[src/rtl/tscp_pkg.sv]
// Constants, types and field layout of the tuner serial control port
package tscp_pkg;
   localparam int REG_AW = 5;
   localparam int BYTE_W = 8;
   localparam int REG_COUNT = 32;
   localparam logic [REG_AW-1:0] REG_CHARGE_PUMP_CONTROL = 5'h00;
   localparam logic [REG_AW-1:0] REG_SYNTH_DIVIDER_LOW = 5'h01;
   localparam logic [REG_AW-1:0] REG_SYNTH_DIVIDER_HIGH = 5'h02;
   localparam logic [REG_AW-1:0] REG_TUNING_OFFSET_ONE = 5'h03;
   localparam logic [REG_AW-1:0] REG_TUNING_OFFSET_TWO = 5'h04;
   localparam logic [REG_AW-1:0] REG_FREQ_COUNTER_CTRL_A = 5'h05;
   localparam logic [REG_AW-1:0] REG_FREQ_COUNTER_CTRL_B = 5'h06;
   localparam logic [REG_AW-1:0] REG_UNUSED_SLOT_A = 5'h07;
   localparam logic [REG_AW-1:0] REG_SELECTIVITY_FILTER_CTRL = 5'h08;
   localparam logic [REG_AW-1:0] REG_ADJACENT_CHANNEL_CTRL = 5'h09;
   localparam logic [REG_AW-1:0] REG_MULTIPATH_CTRL = 5'h0a;
   localparam logic [REG_AW-1:0] REG_DEVIATION_CTRL = 5'h0b;
   localparam logic [REG_AW-1:0] REG_SOFT_MUTE_CTRL_A = 5'h0c;
   localparam logic [REG_AW-1:0] REG_SOFT_MUTE_CTRL_B = 5'h0d;
   localparam logic [REG_AW-1:0] REG_OSCILLATOR_REFERENCE_CTRL = 5'h0e;
   localparam logic [REG_AW-1:0] REG_GAIN_CONTROL_SETTINGS = 5'h0f;
   localparam logic [REG_AW-1:0] REG_UNUSED_SLOT_B = 5'h10;
   localparam logic [REG_AW-1:0] REG_DEMODULATOR_ADJUST = 5'h11;
   localparam logic [REG_AW-1:0] REG_LEVEL_METER_CTRL = 5'h12;
   localparam logic [REG_AW-1:0] REG_IF_GAIN_CRYSTAL_ADJUST = 5'h13;
   localparam logic [REG_AW-1:0] REG_TANK_ADJUST = 5'h14;
   localparam logic [REG_AW-1:0] REG_QUADRATURE_ADJUST = 5'h15;
   localparam logic [REG_AW-1:0] REG_TEST_CONTROL_A = 5'h16;
   localparam logic [REG_AW-1:0] REG_TEST_CONTROL_B = 5'h17;
   localparam logic [REG_AW-1:0] REG_TEST_CONTROL_C = 5'h18;
   localparam logic [REG_AW-1:0] REG_TEST_CONTROL_D = 5'h19;
   localparam logic [BYTE_W-1:0] REG_RESET = 8'h00;
   // Target address byte fields
   localparam int ADDR_DIR_BIT = 0;
   localparam int ADDR_STRAP_BIT = 1;
   localparam int ADDR_TYPE_LSB = 2;
   // Subaddress byte fields
   localparam int SUB_PAGE_BIT = 5;
   // Status byte fields
   localparam int STAT_NARROW_FILTER_ON = 0;
   localparam int STAT_NARROW_MID_SELECT = 1;
   localparam int STAT_MULTIPATH_FLAG = 2;
   localparam int STAT_PLL_LOCKED = 3;
   localparam int STAT_BELOW_MUTE = 4;
   localparam int STAT_ADJACENT = 5;
   localparam int STAT_STRONG_OVERDEV = 6;
   localparam int STAT_OVERDEV = 7;
   // Bits per byte before the acknowledge slot
   localparam logic [3:0] BIT_CNT_FULL = 4'h8;
   typedef enum logic [2:0] {ST_IDLE, ST_RX, ST_ACK, ST_TX, ST_MACK, ST_WAIT} tscp_state_t;
   typedef enum logic [1:0] {K_ADDR, K_SUB, K_DATA} tscp_kind_t;
endpackage : tscp_pkg

[src/rtl/tscp_mem_if.sv]
// Carrier between the protocol engine and the register memory
`timescale 1ns/10ps
interface tscp_mem_if;
   logic wr_en;
   logic [tscp_pkg::REG_AW-1:0] wr_addr;
   logic [tscp_pkg::BYTE_W-1:0] wr_data;
   logic [tscp_pkg::REG_AW-1:0] rd_addr;
   logic [tscp_pkg::BYTE_W-1:0] rd_data;
   modport ctrl (output wr_en, output wr_addr, output wr_data, output rd_addr, input rd_data);
   modport mem (input wr_en, input wr_addr, input wr_data, input rd_addr, output rd_data);
endinterface : tscp_mem_if

[src/rtl/tscp_sync.sv]
// Two-flop synchroniser for inputs from outside the clock domain
`timescale 1ns/10ps
module tscp_sync import tscp_pkg::*; #(
   parameter int W = 1,
   // Value held in reset; idle-high lines must not look like an edge when reset ends
   parameter logic [W-1:0] RST_VAL = '0
) (
   // Clock and reset
   input wire logic core_clk,
   input wire logic rst_b,
   // Data
   input wire logic [W-1:0] d_in,
   output logic [W-1:0] q_out
);
   logic [W-1:0] meta;
   logic [W-1:0] next_meta;
   logic [W-1:0] next_q;

   always_comb begin
      next_meta = d_in;
      next_q = meta;
   end

   always_ff @(posedge core_clk or negedge rst_b) begin
      if (!rst_b) begin
         meta <= RST_VAL;
         q_out <= RST_VAL;
      end else begin
         meta <= next_meta;
         q_out <= next_q;
      end
   end
endmodule : tscp_sync

[src/rtl/tscp_regmem.sv]
// Bank of 32 byte-wide control registers with registered read port
`timescale 1ns/10ps
module tscp_regmem import tscp_pkg::*; (
   // Clock and reset
   input wire logic core_clk,
   input wire logic rst_b,
   // Access
   tscp_mem_if.mem mb
);
   logic [BYTE_W-1:0] mem [REG_COUNT];
   logic [BYTE_W-1:0] next_mem [REG_COUNT];
   logic [BYTE_W-1:0] next_rd;

   always_comb begin
      next_mem = mem;
      if (mb.wr_en) begin
         next_mem[mb.wr_addr] = mb.wr_data;
      end
      next_rd = mem[mb.rd_addr];
   end

   // Reset keeps the analog controls at a known state before the first write
   always_ff @(posedge core_clk or negedge rst_b) begin
      if (!rst_b) begin
         for (int i = 0; i < REG_COUNT; i++) begin
            mem[i] <= REG_RESET;
         end
         mb.rd_data <= REG_RESET;
      end else begin
         mem <= next_mem;
         mb.rd_data <= next_rd;
      end
   end
endmodule : tscp_regmem

[src/rtl/tscp_serial_port.sv]
// Two-wire serial target: start/stop, address match, register writes, status read
`timescale 1ns/10ps
module tscp_serial_port import tscp_pkg::*; #(
   // Device type code; value is arbitrary
   parameter logic [5:0] DEV_TYPE_ID = 6'h2a
) (
   // Clock and reset
   input wire logic core_clk,
   input wire logic rst_b,
   // Serial bus pins
   input wire logic scl_in,
   input wire logic sda_in,
   output logic sda_out,
   output logic sda_oe,
   // Address strap pin
   input wire logic addr_strap,
   // Tuner status flags
   input wire logic narrow_filter_on,
   input wire logic narrow_mid_select,
   input wire logic multipath_flag,
   input wire logic pll_locked,
   input wire logic below_mute,
   input wire logic adjacent_flag,
   input wire logic strong_overdev,
   input wire logic overdev,
   // Register bank access for the tuner
   input wire logic [REG_AW-1:0] cfg_rd_addr,
   output logic [BYTE_W-1:0] cfg_rd_data,
   output logic cfg_wr_strobe,
   output logic [REG_AW-1:0] cfg_wr_addr,
   output logic [BYTE_W-1:0] cfg_wr_data
);
   localparam int SYNC_W = 11;
   // Clock and data idle high, so their synchroniser flops start high like the edge registers
   localparam logic [SYNC_W-1:0] SYNC_IDLE = 11'h003;

   tscp_mem_if mb ();

   logic [SYNC_W-1:0] sync_q;
   logic scl_s;
   logic sda_s;
   logic strap_s;
   logic [BYTE_W-1:0] stat;
   logic scl_d;
   logic sda_d;
   logic scl_rise;
   logic scl_fall;
   logic start_cond;
   logic stop_cond;
   logic byte_done;
   logic addr_match;

   tscp_state_t state;
   tscp_state_t next_state;
   tscp_kind_t kind;
   tscp_kind_t next_kind;
   logic [BYTE_W-1:0] shreg;
   logic [BYTE_W-1:0] next_shreg;
   logic [BYTE_W-1:0] txb;
   logic [BYTE_W-1:0] next_txb;
   logic [3:0] cnt;
   logic [3:0] next_cnt;
   logic [REG_AW-1:0] ptr;
   logic [REG_AW-1:0] next_ptr;
   logic page;
   logic next_page;
   logic is_read;
   logic next_is_read;
   logic next_oe;
   logic next_wr_en;
   logic [REG_AW-1:0] next_wr_addr;
   logic [BYTE_W-1:0] next_wr_data;

   // Pins and flags come from outside the clock domain
   tscp_sync #(.W(SYNC_W), .RST_VAL(SYNC_IDLE)) u_sync (
      .core_clk(core_clk),
      .rst_b(rst_b),
      .d_in({overdev, strong_overdev, adjacent_flag, below_mute, pll_locked,
             multipath_flag, narrow_mid_select, narrow_filter_on, addr_strap, sda_in, scl_in}),
      .q_out(sync_q)
   );

   tscp_regmem u_mem (
      .core_clk(core_clk),
      .rst_b(rst_b),
      .mb(mb.mem)
   );

   assign scl_s = sync_q[0];
   assign sda_s = sync_q[1];
   assign strap_s = sync_q[2];
   assign mb.wr_en = cfg_wr_strobe;
   assign mb.wr_addr = cfg_wr_addr;
   assign mb.wr_data = cfg_wr_data;
   assign mb.rd_addr = cfg_rd_addr;
   assign cfg_rd_data = mb.rd_data;

   always_comb begin
      stat = '0;
      stat[STAT_NARROW_FILTER_ON] = sync_q[3];
      stat[STAT_NARROW_MID_SELECT] = sync_q[4];
      stat[STAT_MULTIPATH_FLAG] = sync_q[5];
      stat[STAT_PLL_LOCKED] = sync_q[6];
      stat[STAT_BELOW_MUTE] = sync_q[7];
      stat[STAT_ADJACENT] = sync_q[8];
      stat[STAT_STRONG_OVERDEV] = sync_q[9];
      stat[STAT_OVERDEV] = sync_q[10];
   end

   // Bus events; data moving while clock is high is never a bit
   assign scl_rise = scl_s & ~scl_d;
   assign scl_fall = ~scl_s & scl_d;
   assign start_cond = scl_s & scl_d & sda_d & ~sda_s;
   assign stop_cond = scl_s & scl_d & ~sda_d & sda_s;
   assign byte_done = (state == ST_RX) && scl_fall && (cnt == BIT_CNT_FULL) && !start_cond && !stop_cond;
   assign addr_match = (shreg[BYTE_W-1:ADDR_TYPE_LSB] == DEV_TYPE_ID)
                       && (shreg[ADDR_STRAP_BIT] == strap_s);

   always_comb begin
      next_state = state;
      next_kind = kind;
      next_shreg = shreg;
      next_txb = txb;
      next_cnt = cnt;
      next_ptr = ptr;
      next_page = page;
      next_is_read = is_read;
      next_oe = sda_oe;
      next_wr_en = 1'b0;
      next_wr_addr = cfg_wr_addr;
      next_wr_data = cfg_wr_data;
      if (stop_cond) begin
         next_state = ST_IDLE;
         next_oe = 1'b0;
      end else if (start_cond) begin
         // A repeated start restarts addressing from any state
         next_state = ST_RX;
         next_kind = K_ADDR;
         next_cnt = '0;
         next_oe = 1'b0;
      end else begin
         case (state)
            ST_IDLE: begin
               next_oe = 1'b0;
            end
            ST_RX: begin
               if (scl_rise) begin
                  next_shreg = {shreg[BYTE_W-2:0], sda_s};
                  next_cnt = cnt + 4'h1;
               end else if (byte_done) begin
                  next_cnt = '0;
                  case (kind)
                     K_ADDR: begin
                        if (addr_match) begin
                           next_is_read = shreg[ADDR_DIR_BIT];
                           next_oe = 1'b1;
                           next_state = ST_ACK;
                        end else begin
                           next_state = ST_WAIT;
                        end
                     end
                     K_SUB: begin
                        next_ptr = shreg[REG_AW-1:0];
                        next_page = shreg[SUB_PAGE_BIT];
                        next_oe = 1'b1;
                        next_state = ST_ACK;
                     end
                     default: begin
                        next_wr_en = 1'b1;
                        next_wr_addr = ptr;
                        next_wr_data = shreg;
                        next_ptr = page ? ptr + 5'h01 : ptr;
                        next_oe = 1'b1;
                        next_state = ST_ACK;
                     end
                  endcase
               end
            end
            ST_ACK: begin
               if (scl_fall) begin
                  if (kind == K_ADDR && is_read) begin
                     // Status is sampled once per byte so all eight bits agree
                     next_txb = stat;
                     next_oe = ~stat[BYTE_W-1];
                     next_cnt = 4'h1;
                     next_state = ST_TX;
                  end else begin
                     next_oe = 1'b0;
                     next_cnt = '0;
                     next_kind = (kind == K_ADDR) ? K_SUB : K_DATA;
                     next_state = ST_RX;
                  end
               end
            end
            ST_TX: begin
               if (scl_fall) begin
                  if (cnt == BIT_CNT_FULL) begin
                     next_oe = 1'b0;
                     next_state = ST_MACK;
                  end else begin
                     next_txb = {txb[BYTE_W-2:0], 1'b0};
                     next_oe = ~txb[BYTE_W-2];
                     next_cnt = cnt + 4'h1;
                  end
               end
            end
            ST_MACK: begin
               if (scl_rise) begin
                  // Master acknowledge asks for another status byte
                  next_state = sda_s ? ST_WAIT : ST_ACK;
               end
            end
            ST_WAIT: begin
               next_oe = 1'b0;
            end
            default: begin
               next_state = ST_IDLE;
               next_oe = 1'b0;
            end
         endcase
      end
   end

   always_ff @(posedge core_clk or negedge rst_b) begin
      if (!rst_b) begin
         scl_d <= 1'b1;
         sda_d <= 1'b1;
         state <= ST_IDLE;
         kind <= K_ADDR;
         shreg <= '0;
         txb <= '0;
         cnt <= '0;
         ptr <= '0;
         page <= 1'b0;
         is_read <= 1'b0;
         sda_out <= 1'b0;
         sda_oe <= 1'b0;
         cfg_wr_strobe <= 1'b0;
         cfg_wr_addr <= '0;
         cfg_wr_data <= '0;
      end else begin
         scl_d <= scl_s;
         sda_d <= sda_s;
         state <= next_state;
         kind <= next_kind;
         shreg <= next_shreg;
         txb <= next_txb;
         cnt <= next_cnt;
         ptr <= next_ptr;
         page <= next_page;
         is_read <= next_is_read;
         sda_out <= 1'b0;
         sda_oe <= next_oe;
         cfg_wr_strobe <= next_wr_en;
         cfg_wr_addr <= next_wr_addr;
         cfg_wr_data <= next_wr_data;
      end
   end
endmodule : tscp_serial_port

[config.mk]
export PLATFORM = sky130hd
export DESIGN_NAME = tscp_serial_port
export DESIGN_NICKNAME = d
export VERILOG_FILES = /design/src/rtl/tscp_pkg.sv /design/src/rtl/tscp_mem_if.sv /design/src/rtl/tscp_sync.sv /design/src/rtl/tscp_regmem.sv /design/src/rtl/tscp_serial_port.sv
export SDC_FILE = /design/constraint.sdc
export NUM_CORES = 1
export LEC_CHECK = 0
export ABC_AREA = 1
export ABC_CLOCK_PERIOD_IN_PS = 1800
export BUFFER_PORTS_ARGS = -buffer_cell sky130_fd_sc_hd__buf_2
export CAP_MARGIN = 20
export CORE_MARGIN = 3
export CORE_UTILIZATION = 56
export DETAILED_ROUTE_END_ITERATION = 7
export PLACE_DENSITY = 0.79
export SYNTH_ARGS = -nofsm -noshare
export SYNTH_HDL_FRONTEND = slang
export SYNTH_SLANG_ARGS = --single-unit
[constraint.sdc]
create_clock -name core_clk -period 1.8 [get_ports core_clk]
set_clock_uncertainty 0.15 [all_clocks]
set_input_delay 0 -clock core_clk [delete_from_list [all_inputs] [get_ports core_clk]]
set_output_delay 0 -clock core_clk [all_outputs]
set_load 0.05 [all_outputs]
==> Implementation_results.wiki, run 1 <==
{| class="wikitable"
! Metric !! Value
|-
| Total CTS buffers || 36
|-
| Final RePlAce weighted congestion || 0.939
|-
| Synthesized area divided by synthesized cell count || 8.04 sq um
|-
| Most frequent cells in the layout || sky130_fd_sc_hd__nand2_1, sky130_fd_sc_hd__dfrtp_1, sky130_fd_sc_hd__o21ai_0, sky130_fd_sc_hd__nand3_1, sky130_fd_sc_hd__buf_4
|-
| Height of the die || 169 um
|-
| Kind of start point of the critical path || register
|-
| Number of buffer cells added on primary ports || 40
|-
| Worst min-delay path startpoint || cfg_rd_addr[2]
|-
| Clock sinks || 334
|-
| Clock latency on the worst-skew pair || 530 ps
|-
| Vias after detailed routing || 13100
|-
| Power density cells || 981 mW/mm^2
|-
| Synth Instances || 1851
|-
| Type of the setup path with the least slack || register to register
|-
| Clock share of power || 45.3%
|-
| Filler cells || 1988
|-
| Startpoint of the worst setup timing path || cfg_wr_addr[3]
|-
| Unique masters post-synth || 32
|-
| Maximum number of pins on one net before global-route repair || 75
|-
| Relative slew slack || 60.8%
|-
| Average via count per standard cell || 5.72
|-
| Library cell used as clock root buffer || sky130_fd_sc_hd__clkbuf_16
|-
| Count of inserted antenna diode cells || 0
|-
| Worst Hold Margin || 127 ps
|-
| Share of cells above drive strength 1 || 12.4%
|-
| Placement Cell Area || 0.0158 sq mm
|-
| Grt ovf || 0
|-
| Share of the cycle needed by the critical path after routing || 99.3%
|-
| Count of endpoints failing setup in the final report || 0
|-
| Max-slew violation count || 0
|-
| Net switching power || 4.27 mW
|-
| DR WL/cell || 17.3 um
|-
| Leading cell type in the layout, fill and taps excluded || sky130_fd_sc_hd__nand2_1
|-
| Sequential element share of the synthesized area || 56.2%
|-
| Placement Rows || 59
|-
| Number of global-route vias before repair || 12600
|-
| Flop pwr share || 45.0%
|-
| Drt pass-1 iters || 5
|-
| Timing-limited maximum frequency || 0.559 GHz
|-
| Number of warning messages in the yosys log || 0
|-
| Hold violation total from the final report || 0
|-
| Clock tree buffer depth || 3
|-
| Number of storage elements in the synthesis netlist || 334
|-
| Internal power summed over all cells || 13.0 mW
|-
| Boundary pin count || 42
|-
| Syn nets || 1872
|-
| Starting utilization of the core area || 57.1%
|-
| Hold Crit Class || input pin to register
|-
| Number of antenna violations at the first check in global routing || 0
|-
| Number of H-tree branching levels || 2
|-
| Core region area || 0.0261 sq mm
|-
| DRT Wirelength || 39700 um
|-
| Count of routing violations after the opening detailed-route iteration || 1338
|-
| Number of violations of the max-capacitance limit || 0
|-
| Residual DRC count || 0
|-
| CP arrival || 2000 ps
|-
| Result of the run || completed
|-
| Clock transition at the register clock pins on the worst setup and hold paths after CTS || 60 ps
|-
| Residual antenna-violating net count after detailed routing || 0
|-
| Number of nets in the layout || 1954
|-
| Layout overhead on the synthesized area || 18.4%
|-
| Peak supply drop || 0.800 mV
|-
| Half-perimeter wire length of the detailed placement result || 23500 um
|-
| Gr usage total || 27.6%
|-
| Summed area of non-filler cells in the final layout || 0.0176 sq mm
|-
| CP required || 2010 ps
|-
| Switching share of total power || 24.7%
|-
| Setup repair after global routing missed its margin || true
|-
| Slew at the pin closest to its max-slew limit || 584 ps
|-
| Critical path capture point type || register
|-
| Critical path fanouts, max || 16
|-
| Post-synthesis instance area || 0.0149 sq mm
|-
| Static leakage || 8.14 nW
|-
| Gate power share || 9.7%
|-
| Die Outline Area || 0.0286 sq mm
|-
| Launch instance of the worst register-to-register path || cfg_wr_addr[3]
|-
| Clock tree from TritonCTS || built
|-
| Wire length of the first global-routing pass || 64200 um
|-
| Period minus WS final || 1790 ps
|-
| DIE WIDTH || 169 um
|}
worst max-delay path, stage by stage (launching register included):
cell and delay [ps]:
sky130_fd_sc_hd__dfrtp_2 420, sky130_fd_sc_hd__inv_1 100, sky130_fd_sc_hd__nor3_1 470, sky130_fd_sc_hd__nand2_1 130, sky130_fd_sc_hd__buf_4 210, sky130_fd_sc_hd__nand2_1 60, sky130_fd_sc_hd__o21ai_0 80
state kept, by name (all words and copies together), names as in the netlist, 2 cells and up:
signal and cells:
u_sync.meta 11, shreg 8, txb 7, u_sync.q_out 11, kind 2, u_mem.mb.rd_data 8, cnt 4, cfg_wr_addr 5
ptr 5, u_mem.mem 256, state 3, cfg_wr_data 8
cells by family (layout without fill, tap and decap cells):
| kind of cell | count (synthesis) | after routing | synth area share [%] |
|---|---|---|---|
| buffers and inverters | 184 | 292 | 4.82 |
| other | 1 | 1 | 0.0252 |
| XOR/XNOR | 4 | 4 | 0.235 |
| flip-flops | 334 | 334 | 56.2 |
| adder cells (fa/ha/maj) | 3 | 3 | 0.252 |
| AO/OA/AOI/OAI | 315 | 315 | 10.7 |
| AND/OR/NAND/NOR | 1010 | 1010 | 27.8 |
cell usage after synthesis:
library cell | instances | share of area [%]
sky130_fd_sc_hd__nor2_2 | 2 | 0.084
sky130_fd_sc_hd__ha_1 | 3 | 0.25
sky130_fd_sc_hd__clkbuf_1 | 96 | 2.4
sky130_fd_sc_hd__nand3_1 | 213 | 7.2
sky130_fd_sc_hd__a22oi_1 | 1 | 0.050
sky130_fd_sc_hd__nand4_1 | 1 | 0.042
sky130_fd_sc_hd__and2_1 | 1 | 0.042
sky130_fd_sc_hd__dfstp_2 | 6 | 1.1
sky130_fd_sc_hd__o21ai_0 | 276 | 9.3
sky130_fd_sc_hd__a21oi_1 | 20 | 0.67
sky130_fd_sc_hd__nor3_4 | 3 | 0.33
sky130_fd_sc_hd__conb_1 | 1 | 0.025
sky130_fd_sc_hd__o22ai_1 | 2 | 0.084
sky130_fd_sc_hd__o21ai_1 | 13 | 0.44
sky130_fd_sc_hd__buf_2 | 6 | 0.20
sky130_fd_sc_hd__inv_1 | 65 | 1.6
sky130_fd_sc_hd__nor2_1 | 44 | 1.1
sky130_fd_sc_hd__nor2_4 | 2 | 0.15
sky130_fd_sc_hd__buf_4 | 1 | 0.050
sky130_fd_sc_hd__inv_2 | 3 | 0.076
sky130_fd_sc_hd__o31ai_1 | 2 | 0.10
sky130_fd_sc_hd__nor3_2 | 1 | 0.067
sky130_fd_sc_hd__buf_1 | 10 | 0.25
sky130_fd_sc_hd__nand2_1 | 734 | 19
sky130_fd_sc_hd__xnor2_1 | 1 | 0.059
sky130_fd_sc_hd__clkinv_1 | 1 | 0.025
sky130_fd_sc_hd__nor3_1 | 8 | 0.27
sky130_fd_sc_hd__xor2_1 | 3 | 0.18
sky130_fd_sc_hd__o211ai_1 | 1 | 0.050
sky130_fd_sc_hd__nand3b_1 | 1 | 0.050
sky130_fd_sc_hd__dfrtp_1 | 328 | 55
sky130_fd_sc_hd__buf_6 | 2 | 0.15
power groups by stage:
stage	Clock (mW)	Sequential, mW	Combinational (mW)
2_1_floorplan	0	7.95	0.825
3_3_place_gp	0	7.89	1.44
3_5_place_dp	0	7.90	1.45
4_1_cts	7.91	7.76	1.53
5_1_grt	8.23	7.80	1.84
6_report	7.83	7.78	1.67
final timing paths:
| kind | endpoint | slack [ps] | cells past startpoint |
|---|---|---|---|
| max | u_mem.mem[175] | 10 | 6 |
| min | u_mem.mb.rd_data[1] | 130 | 9 |
| max reg2reg | u_mem.mem[175] | 10 | 6 |
| min reg2reg | u_sync.q_out[2] | 190 | 0 |
| max in group asynchronous | u_mem.mem[174] | 350 | 4 |
| min in group asynchronous | u_mem.mem[252] | 390 | 3 |
per-layer routing:
layer	GRT usage [%]	wire length [um]	up-vias
li1	-	-	6152
met1	37.8	16400	6316
met2	44.9	19000	541
met3	4.27	2630	107
met4	11.0	1590	0
met5	0	0	-
what timing repair did:
item | in CTS | in global routing
hold buffers | 27 | 0
buffers inserted | 2 | 13
setup endpoints to repair | 27 | 143
hold endpoints to repair | 353 | 0
pin swaps | 1 | 8
resized for setup | 5 | 32
layout make-up:
type / instances / area (sq um) / share of cell area, %
Clock buffer: 46 / 1000 / 5.67
Sequential cell: 334 / 8370 / 47.5
Inverter: 69 / 260 / 1.48
Tap cell: 335 / 419 / 2.38
Clock inverter: 18 / 260 / 1.48
Timing Repair Buffer: 159 / 1390 / 7.89
Multi-Input combinational cell: 1333 / 5920 / 33.6
stage by stage:
step / util, % / cells / power (mW) / setup TNS (ps) / setup slack, ps
after global routing: 67.6 / 2294 / 17.9 / -3950 / -109
after CTS: 66.8 / 2281 / 17.2 / 0 / 3.22
final: 67.6 / 2294 / 17.3 / 0 / 12.6
after detailed placement: 60.8 / 2188 / 9.35 / -291 / -45.4
after floorplan: - / 1851 / 8.78 / 0 / 7.27
after global placement: 60.8 / 2188 / 9.33 / 0 / 44.3
(Power assumes the default switching activity.)
==> run 2, diff against run 1 <==
--- a/config.mk
+++ b/config.mk
@@ -9,6 +9,7 @@
 export ABC_CLOCK_PERIOD_IN_PS = 1800
 export BUFFER_PORTS_ARGS = -buffer_cell sky130_fd_sc_hd__buf_2
 export CAP_MARGIN = 20
+export CORE_ASPECT_RATIO = 1.1
 export CORE_MARGIN = 3
 export CORE_UTILIZATION = 56
 export DETAILED_ROUTE_END_ITERATION = 7
==> run 2 against run 1 <==
Against the previous run:
- first-iteration DRC count is 3.0% lower
- clock power is 0.8% lower
- setup slack better by 72 ps
- combinational power is 2% lower
- fmax is 4.2% higher
- die area hardly changed
- via count is 0.86% lower
- largest cell class unchanged
- largest power group is now registers
==> Implementation_results.wiki, run 2 (synthesis results as in run 1) <==
{| class="wikitable"
! Metric !! Value
|-
| Layer carrying the most global-route usage || met2
|-
| Met3 capacity usage during global routing || 4.77% (+0.50 points)
|-
| Number of global-route vias before repair || 12700 (+0.31%)
|-
| Number of H-tree branching levels || 2 (unchanged)
|-
| Flop pwr share || 45.2% (+0.2 points)
|-
| Period minus WS final || 1720 ps (-71.6 ps)
|-
| Number of violations of the max-capacitance limit || 0 (unchanged)
|-
| Clock tree buffer depth || 3 (unchanged)
|-
| Count of inserted antenna diode cells || 0 (unchanged)
|-
| Gate power share || 9.5% (-0.2 points)
|-
| Drt pass-1 iters || 5 (unchanged)
|-
| Kind of start point of the critical path || register
|-
| Hold violation total from the final report || 0 (unchanged)
|-
| Starting utilization of the core area || 57.9% (+0.75 points)
|-
| Residual DRC count || 0 (unchanged)
|-
| Utilization after layout || 68.7% (+1.0 points)
|-
| Max FFs per register || 256 (unchanged)
|-
| Gr usage total || 27.8% (+0.18 points)
|-
| Placement Rows || 61 (+3.4%)
|-
| DR WL/cell || 17.3 um (about the same)
|-
| Height of the die || 177 um (+4.7%)
|-
| Share of the cycle needed by the critical path after routing || 95.3% (-4.0 points)
|-
| Power density cells || 973 mW/mm^2 (-0.81%)
|-
| Switching share of total power || 24.6% (-0.068 points)
|-
| Number of antenna violations at the first check in global routing || 0 (unchanged)
|-
| Cell Chain, Critical Path || nor2_1, o21ai_2, nand2_2, nor2_4, buf_6, nand2_1, o21ai_1
|-
| Core region area || 0.0257 sq mm (-1.3%)
|-
| Post-placement cell count || 2187 (-0.046%)
|-
| Global-route met2 utilization || 47.2% (+2.3 points)
|-
| Vias after detailed routing || 13000 (-0.86%)
|-
| CP required || 2090 ps (+80 ps)
|-
| Half-perimeter wire length of the detailed placement result || 23200 um (-1.1%)
|-
| Hold Crit Class || input pin to register
|-
| Result of the run || completed
|-
| Total CTS buffers || 36 (unchanged)
|-
| Layout overhead on the synthesized area || 18.6%
|-
| Count of endpoints failing setup in the final report || 0 (unchanged)
|-
| Number of nets in the layout || 1933 (-1.1%)
|-
| Largest reg by FF count || u_mem.mem
|-
| Critical path fanouts, max || 8 (-8)
|-
| Largest incremental delay on the critical path || 550 ps (+80 ps)
|-
| Library cell used as clock root buffer || sky130_fd_sc_hd__clkbuf_16
|-
| Buffers & Inverters on Critical Path || 1 (-1)
|-
| Largest registers in the final layout || u_mem.mem: 256 flops, u_sync.meta: 11 flops, u_sync.q_out: 11 flops
|-
| Maximum number of pins on one net before global-route repair || 70 (-6.7%)
|-
| Type of the setup path with the least slack || register to register
|-
| Boundary pin count || 42 (unchanged)
|-
| Net switching power || 4.23 mW (-0.88%)
|-
| DRT Wirelength || 39500 um (-0.34%)
|-
| Residual antenna-violating net count after detailed routing || 0 (unchanged)
|-
| Kind of cell adding the most delay to the critical path || flip-flops
|-
| Share of cells above drive strength 1 || 12.4% (+0.018 points)
|-
| Internal power summed over all cells || 12.9 mW (-0.52%)
|-
| Peak supply drop || 0.819 mV (+2.4%)
|-
| CP arrival || 2000 ps (about the same)
|-
| Die Outline Area || 0.0286 sq mm (about the same)
|-
| Cell with the biggest individual delay on the critical path || sky130_fd_sc_hd__dfstp_2
|-
| Average via count per standard cell || 5.69 (-0.51%)
|-
| Final RePlAce weighted congestion || 0.899 (-4.2%)
|-
| Clock tree from TritonCTS || built
|-
| Grt ovf || 0 (unchanged)
|-
| Count of routing violations after the opening detailed-route iteration || 1298 (-3.0%)
|-
| Met1 capacity usage during global routing || 35.4% (-2.4 points)
|-
| Clock share of power || 45.2% (about the same)
|-
| R2r setup slk || 80 ps (+70 ps)
|-
| Timing-limited maximum frequency || 0.583 GHz (+4.2%)
|-
| Leading cell type in the layout, fill and taps excluded || sky130_fd_sc_hd__nand2_1
|-
| DIE WIDTH || 161 um (-4.5%)
|-
| Clock latency on the worst-skew pair || 520 ps (about the same)
|-
| Final std cells w/o fill || 2286 (-0.35%)
|-
| Number of buffer cells added on primary ports || 40 (unchanged)
|-
| Max-slew violation count || 0 (unchanged)
|-
| Critical path capture point type || register
|-
| Wire length of the first global-routing pass || 64100 um (-0.27%)
|-
| Static leakage || 8.19 nW (+0.61%)
|-
| Clock sinks || 334 (unchanged)
|-
| Clock transition at the register clock pins on the worst setup and hold paths after CTS || 60 ps (about the same)
|-
| Setup repair after global routing missed its margin || true
|-
| Most frequent cells in the layout || sky130_fd_sc_hd__nand2_1, sky130_fd_sc_hd__dfrtp_1, sky130_fd_sc_hd__o21ai_0, sky130_fd_sc_hd__nand3_1, sky130_fd_sc_hd__inv_1
|}
[run 2: changes by cell type in the layout (fill, tap and decap cells not counted), moves of 3 or more]
| cell | delta |
|---|---|
| sky130_fd_sc_hd__buf_12 | +10 |
| sky130_fd_sc_hd__nand2_1 | -14 |
| sky130_fd_sc_hd__nand3_2 | -3 |
| sky130_fd_sc_hd__nor2_1 | -3 |
| sky130_fd_sc_hd__nand3_1 | +4 |
| sky130_fd_sc_hd__buf_4 | -31 |
| sky130_fd_sc_hd__nand2_4 | +3 |
| sky130_fd_sc_hd__clkbuf_8 | +6 |
| sky130_fd_sc_hd__nor2_2 | +3 |
| sky130_fd_sc_hd__nand2_2 | +11 |
[run 2: path summary, 6_finish.rpt]
kind,to,depth (start not counted),from
setup / recovery,txb[1],7,u_sync.q_out[1]
hold / removal,u_mem.mb.rd_data[0],9,cfg_rd_addr[2]
setup reg to reg,txb[1],7,u_sync.q_out[1]
hold reg to reg,u_sync.q_out[2],0,u_sync.meta[2]
max in group asynchronous,u_sync.q_out[0],4,rst_b
min in group asynchronous,u_mem.mem[244],3,rst_b
[run 2: layout make-up]
cell class | count | area, sq um
tap | 346 | 433
fill | 1975 | 8060
clock inverter | 14 | 181
multi-input combinational | 1333 | 5970
inverter | 69 | 260
timing repair buffer | 138 | 1360
clock buffer | 52 | 1080
sequential | 334 | 8370
[run 2: per-layer routing]
layer / share of wire, % / vias to the layer above
met5: 0 / -
met4: 4.2 / 0
met3: 7.6 / 110
met2: 49 / 564
met1: 39 / 6228
li1: - / 6101
[run 2: power groups by stage]
stage,registers [mW],clock network [mW],logic [mW]
after global routing,7.78,8.13,1.81
after CTS,7.76,7.86,1.53
after detailed placement,7.89,0,1.47
after floorplan,7.95,0,0.825
final,7.77,7.77,1.63
after global placement,7.88,0,1.44
[run 2: stage by stage]
step           instance area, sq um  hold slack [ps]  total power [mW]  setup WS [ps]  TNS [ps]
6_report                      17700             68.9              17.2           84.2         0
5_1_grt                       17700              108              17.7          -56.3      -336
4_1_cts                       17400             51.8              17.2           1.82         0
3_5_place_dp                  15900             -191              9.36           3.77         0
3_3_place_gp                  15900             -194              9.32           86.0         0
2_1_floorplan                 14900             -446              8.78           7.27         0
[run 2: repair_timing]
| action | CTS | global route |
|---|---|---|
| cloned | 0 | 1 |
| endpoints found under the setup margin | 31 | 153 |
| hold buffers | 26 | 0 |
| pin swaps | 0 | 7 |
| buffers inserted | 0 | 6 |
| endpoints found under the hold margin | 353 | 0 |
| gates resized for setup | 7 | 52 |
[run 2: worst register-to-register path, stage by stage (launching register included)]
cell and delay [ps]:
sky130_fd_sc_hd__dfstp_2 550, sky130_fd_sc_hd__nor2_1 70, sky130_fd_sc_hd__o21ai_2 310, sky130_fd_sc_hd__nand2_2 120, sky130_fd_sc_hd__nor2_4 140, sky130_fd_sc_hd__buf_6 130
sky130_fd_sc_hd__nand2_1 60, sky130_fd_sc_hd__o21ai_1 90
==> run 3, diff against run 2 <==
--- a/config.mk
+++ b/config.mk
@@ -11,9 +11,9 @@
 export CAP_MARGIN = 20
 export CORE_ASPECT_RATIO = 1.1
 export CORE_MARGIN = 3
-export CORE_UTILIZATION = 56
+export CORE_UTILIZATION = 25
 export DETAILED_ROUTE_END_ITERATION = 7
-export PLACE_DENSITY = 0.79
+export PLACE_DENSITY = 0.43
 export SYNTH_ARGS = -nofsm -noshare
 export SYNTH_HDL_FRONTEND = slang
 export SYNTH_SLANG_ARGS = --single-unit
==> run 3 against run 2 <==
Against the previous run:
- cell count up 19%
- fmax is 0.90% lower
- die area grew 120%
- register-to-register slack got worse by 20 ps
- hold slack lost 20 ps
- highest routed layer unchanged
==> Implementation_results.wiki, run 3 (synthesis results as in run 1) <==
{| class="wikitable"
! Metric !! Value
|-
| Result of the run || completed
|-
| Most frequent cells in the layout || sky130_fd_sc_hd__nand2_1, sky130_fd_sc_hd__dfrtp_1, sky130_fd_sc_hd__o21ai_0, sky130_fd_sc_hd__nand3_1, sky130_fd_sc_hd__inv_1
|-
| Timing-limited maximum frequency || 0.578 GHz (-0.90%)
|-
| Drt pass-1 iters || 5 (unchanged)
|-
| Core region area || 0.0588 sq mm (+130%)
|-
| Grt ovf || 0 (unchanged)
|-
| Instance count along the most critical hold path || 8 (-1)
|-
| Kind of start point of the critical path || register
|-
| Worst min-delay path startpoint || cfg_rd_addr[2]
|-
| Average via count per standard cell || 4.52 (-21%)
|-
| Clock share of power || 46.3% (+1.1 points)
|-
| Crit-path most repeated cell || sky130_fd_sc_hd__nand2_1
|-
| DR WL/cell || 16.5 um (-4.7%)
|-
| Height of the die || 262 um (+48%)
|-
| Vias after detailed routing || 12300 (-5.6%)
|-
| Number of antenna violations at the first check in global routing || 0 (unchanged)
|-
| Placement Cell Area || 0.0168 sq mm (+5.7%)
|-
| Leading cell type in the layout, fill and taps excluded || sky130_fd_sc_hd__nand2_1
|-
| Share of the cycle needed by the critical path after routing || 96.2% (+0.86 points)
|-
| Clock tree buffer depth || 3 (unchanged)
|-
| Max-slew violation count || 0 (unchanged)
|-
| DRT Wirelength || 44800 um (+13%)
|-
| Wire length of the first global-routing pass || 71800 um (+12%)
|-
| Placement Rows || 93 (+52%)
|-
| Layout overhead on the synthesized area || 24.3%
|-
| Net switching power || 4.41 mW (+4.3%)
|-
| R2r setup slk || 70 ps (-20 ps)
|-
| Number of H-tree branching levels || 2 (unchanged)
|-
| Clock tree from TritonCTS || built
|-
| Die Outline Area || 0.0625 sq mm (+120%)
|-
| Half-perimeter wire length of the detailed placement result || 28000 um (+21%)
|-
| Clock latency on the worst-skew pair || 540 ps (+20 ps)
|-
| Largest reg by FF count || u_mem.mem
|-
| Cell with the biggest individual delay on the critical path || sky130_fd_sc_hd__dfrtp_2
|-
| Setup repair after global routing missed its margin || true
|-
| Critical path capture point type || register
|-
| Final RePlAce weighted congestion || 0.802 (-11%)
|-
| Clock sinks || 334 (unchanged)
|-
| Number of violations of the max-capacitance limit || 0 (unchanged)
|-
| Launch instance of the worst register-to-register path || cfg_wr_addr[0]
|-
| Boundary pin count || 42 (unchanged)
|-
| Count of endpoints failing setup in the final report || 0 (unchanged)
|-
| Total CTS buffers || 40 (+11%)
|-
| R2R Path End || u_mem.mem[82]
|-
| Gate power share || 9.3% (-0.2 points)
|-
| Hold Crit Class || input pin to register
|-
| Period minus WS final || 1730 ps (+15.5 ps)
|-
| Post-place setup slack || -39.2 ps (-43.0 ps)
|-
| End point of the worst hold path || u_mem.mb.rd_data[7]
|-
| Maximum number of pins on one net before global-route repair || 72 (+2.9%)
|-
| Sequential standard cell area || 0.00838 sq mm (about the same)
|-
| Gr usage total || 14.7% (-13 points)
|-
| Utilization after layout || 31.5% (-37 points)
|-
| Static leakage || 8.33 nW (+1.6%)
|-
| Cell Chain, Critical Path || inv_2, nor3_4, buf_12, nand2_1, nand2_1, o21ai_0
|-
| Number of nets in the layout || 1953 (+1.0%)
|-
| Switching share of total power || 25.2% (+0.60 points)
|-
| Power density cells || 945 mW/mm^2 (-2.8%)
|-
| Count of routing violations after the opening detailed-route iteration || 956 (-26%)
|-
| Library cell used as clock root buffer || sky130_fd_sc_hd__clkbuf_16
|-
| Hold violation total from the final report || 0 (unchanged)
|-
| Largest incremental delay on the critical path || 460 ps (-90 ps)
|-
| Clock transition at the register clock pins on the worst setup and hold paths after CTS || 60 ps (about the same)
|-
| DIE WIDTH || 239 um (+48%)
|-
| Starting utilization of the core area || 25.3% (-33 points)
|-
| Share of cells above drive strength 1 || 12.0% (-0.47 points)
|-
| Post-layout worst setup margin || 68.7 ps (-15.5 ps)
|-
| Flop pwr share || 44.5% (-0.7 points)
|-
| Worst reg2reg path depth || 6 (-1)
|-
| Type of the setup path with the least slack || register to register
|-
| Filler cells || 6146 (+210%)
|-
| Peak supply drop || 0.636 mV (-22%)
|-
| Largest registers in the final layout || u_mem.mem: 256 flops, u_sync.meta: 11 flops, u_sync.q_out: 11 flops
|-
| CP arrival || 1990 ps (about the same)
|-
| Number of buffer cells added on primary ports || 40 (unchanged)
|-
| Count of inserted antenna diode cells || 0 (unchanged)
|-
| Residual antenna-violating net count after detailed routing || 0 (unchanged)
|-
| Internal power summed over all cells || 13.1 mW (+1.0%)
|-
| CP required || 2050 ps (-40 ps)
|-
| Critical path fanouts, max || 16 (+8)
|-
| Summed area of non-filler cells in the final layout || 0.0185 sq mm (+4.8%)
|-
| Max FFs per register || 256 (unchanged)
|-
| Residual DRC count || 0 (unchanged)
|-
| Combined area of the multi-input logic cells || 0.00588 sq mm (-1.5%)
|-
| Number of global-route vias before repair || 12200 (-4.0%)
|}
-- run 3: cell types whose count changed in the layout (fill, tap and decap cells not counted), sizes merged --
cell and change:
clkinv +1, bufinv -1, clkbuf +4, inv -2
buf +16
-- run 3: per-stage QoR --
stage | cells | power (mW) | hold slack (ps) | setup TNS, ps
2_1_floorplan | 1851 | 8.78 | -446 | 0
3_3_place_gp | 2619 | 9.45 | -244 | 0
6_report | 2718 | 17.5 | 48.6 | 0
4_1_cts | 2714 | 17.8 | 34.6 | -9.51
3_5_place_dp | 2619 | 9.46 | -240 | -135
5_1_grt | 2718 | 18.3 | 81.4 | -2570
-- run 3: power groups by stage --
stage	Combinational, mW	Clock (mW)	Sequential (mW)
final	1.62	8.10	7.78
after global routing	1.84	8.67	7.80
after CTS	1.63	8.39	7.76
after detailed placement	1.56	0	7.90
after global placement	1.56	0	7.89
after floorplan	0.825	0	7.95
-- run 3: worst max path at each step --
stage / start / endpoint / slack (ps) / depth (start not counted)
floorplan: cfg_wr_addr[3] / u_mem.mem[29] / 7 / 6
global placement: state[2] / cnt[1] / 20 / 8
detailed placement: state[1] / cnt[0] / -40 / 8
CTS: state[1] / ptr[3] / -10 / 7
global route: cfg_wr_addr[4] / u_mem.mem[79] / -140 / 5
finish: cfg_wr_addr[0] / u_mem.mem[82] / 70 / 6
-- run 3: metal layers --
layer  vias up  global-route usage, %  part of all wire (%)
met5         -                      0                     0
met1      5837                   19.3                    45
met4         0                   5.76                   3.2
met3        70                   2.05                   3.5
li1       6148                      -                     -
met2       220                   24.6                    48
-- run 3: final cells by class --
class / instances / share of cell area [%]
flip-flops and latches: 334 / 45.3
multi-input cells: 1333 / 31.8
repair buffers: 154 / 9.41
clock buffers: 56 / 6.28
well taps: 760 / 5.14
inverters: 69 / 1.41
clock inverters: 12 / 0.730
-- run 3: what timing repair did --
item,4_1_cts,5_1_grt
buffers inserted,0,4
endpoints found under the hold margin,353,0
gates resized for setup,3,26
hold buffers,27,0
endpoints found under the setup margin,15,104
pin swaps,0,3
-- run 3: worst max-delay path: cells and delay by family, from the launching register on --
| kind | cells | cell delay, ps |
|---|---|---|
| flip-flops | 1 | 460 |
| AO/OA/AOI/OAI | 1 | 90 |
| AND/OR/NAND/NOR | 3 | 620 |
| buffers and inverters | 2 | 260 |
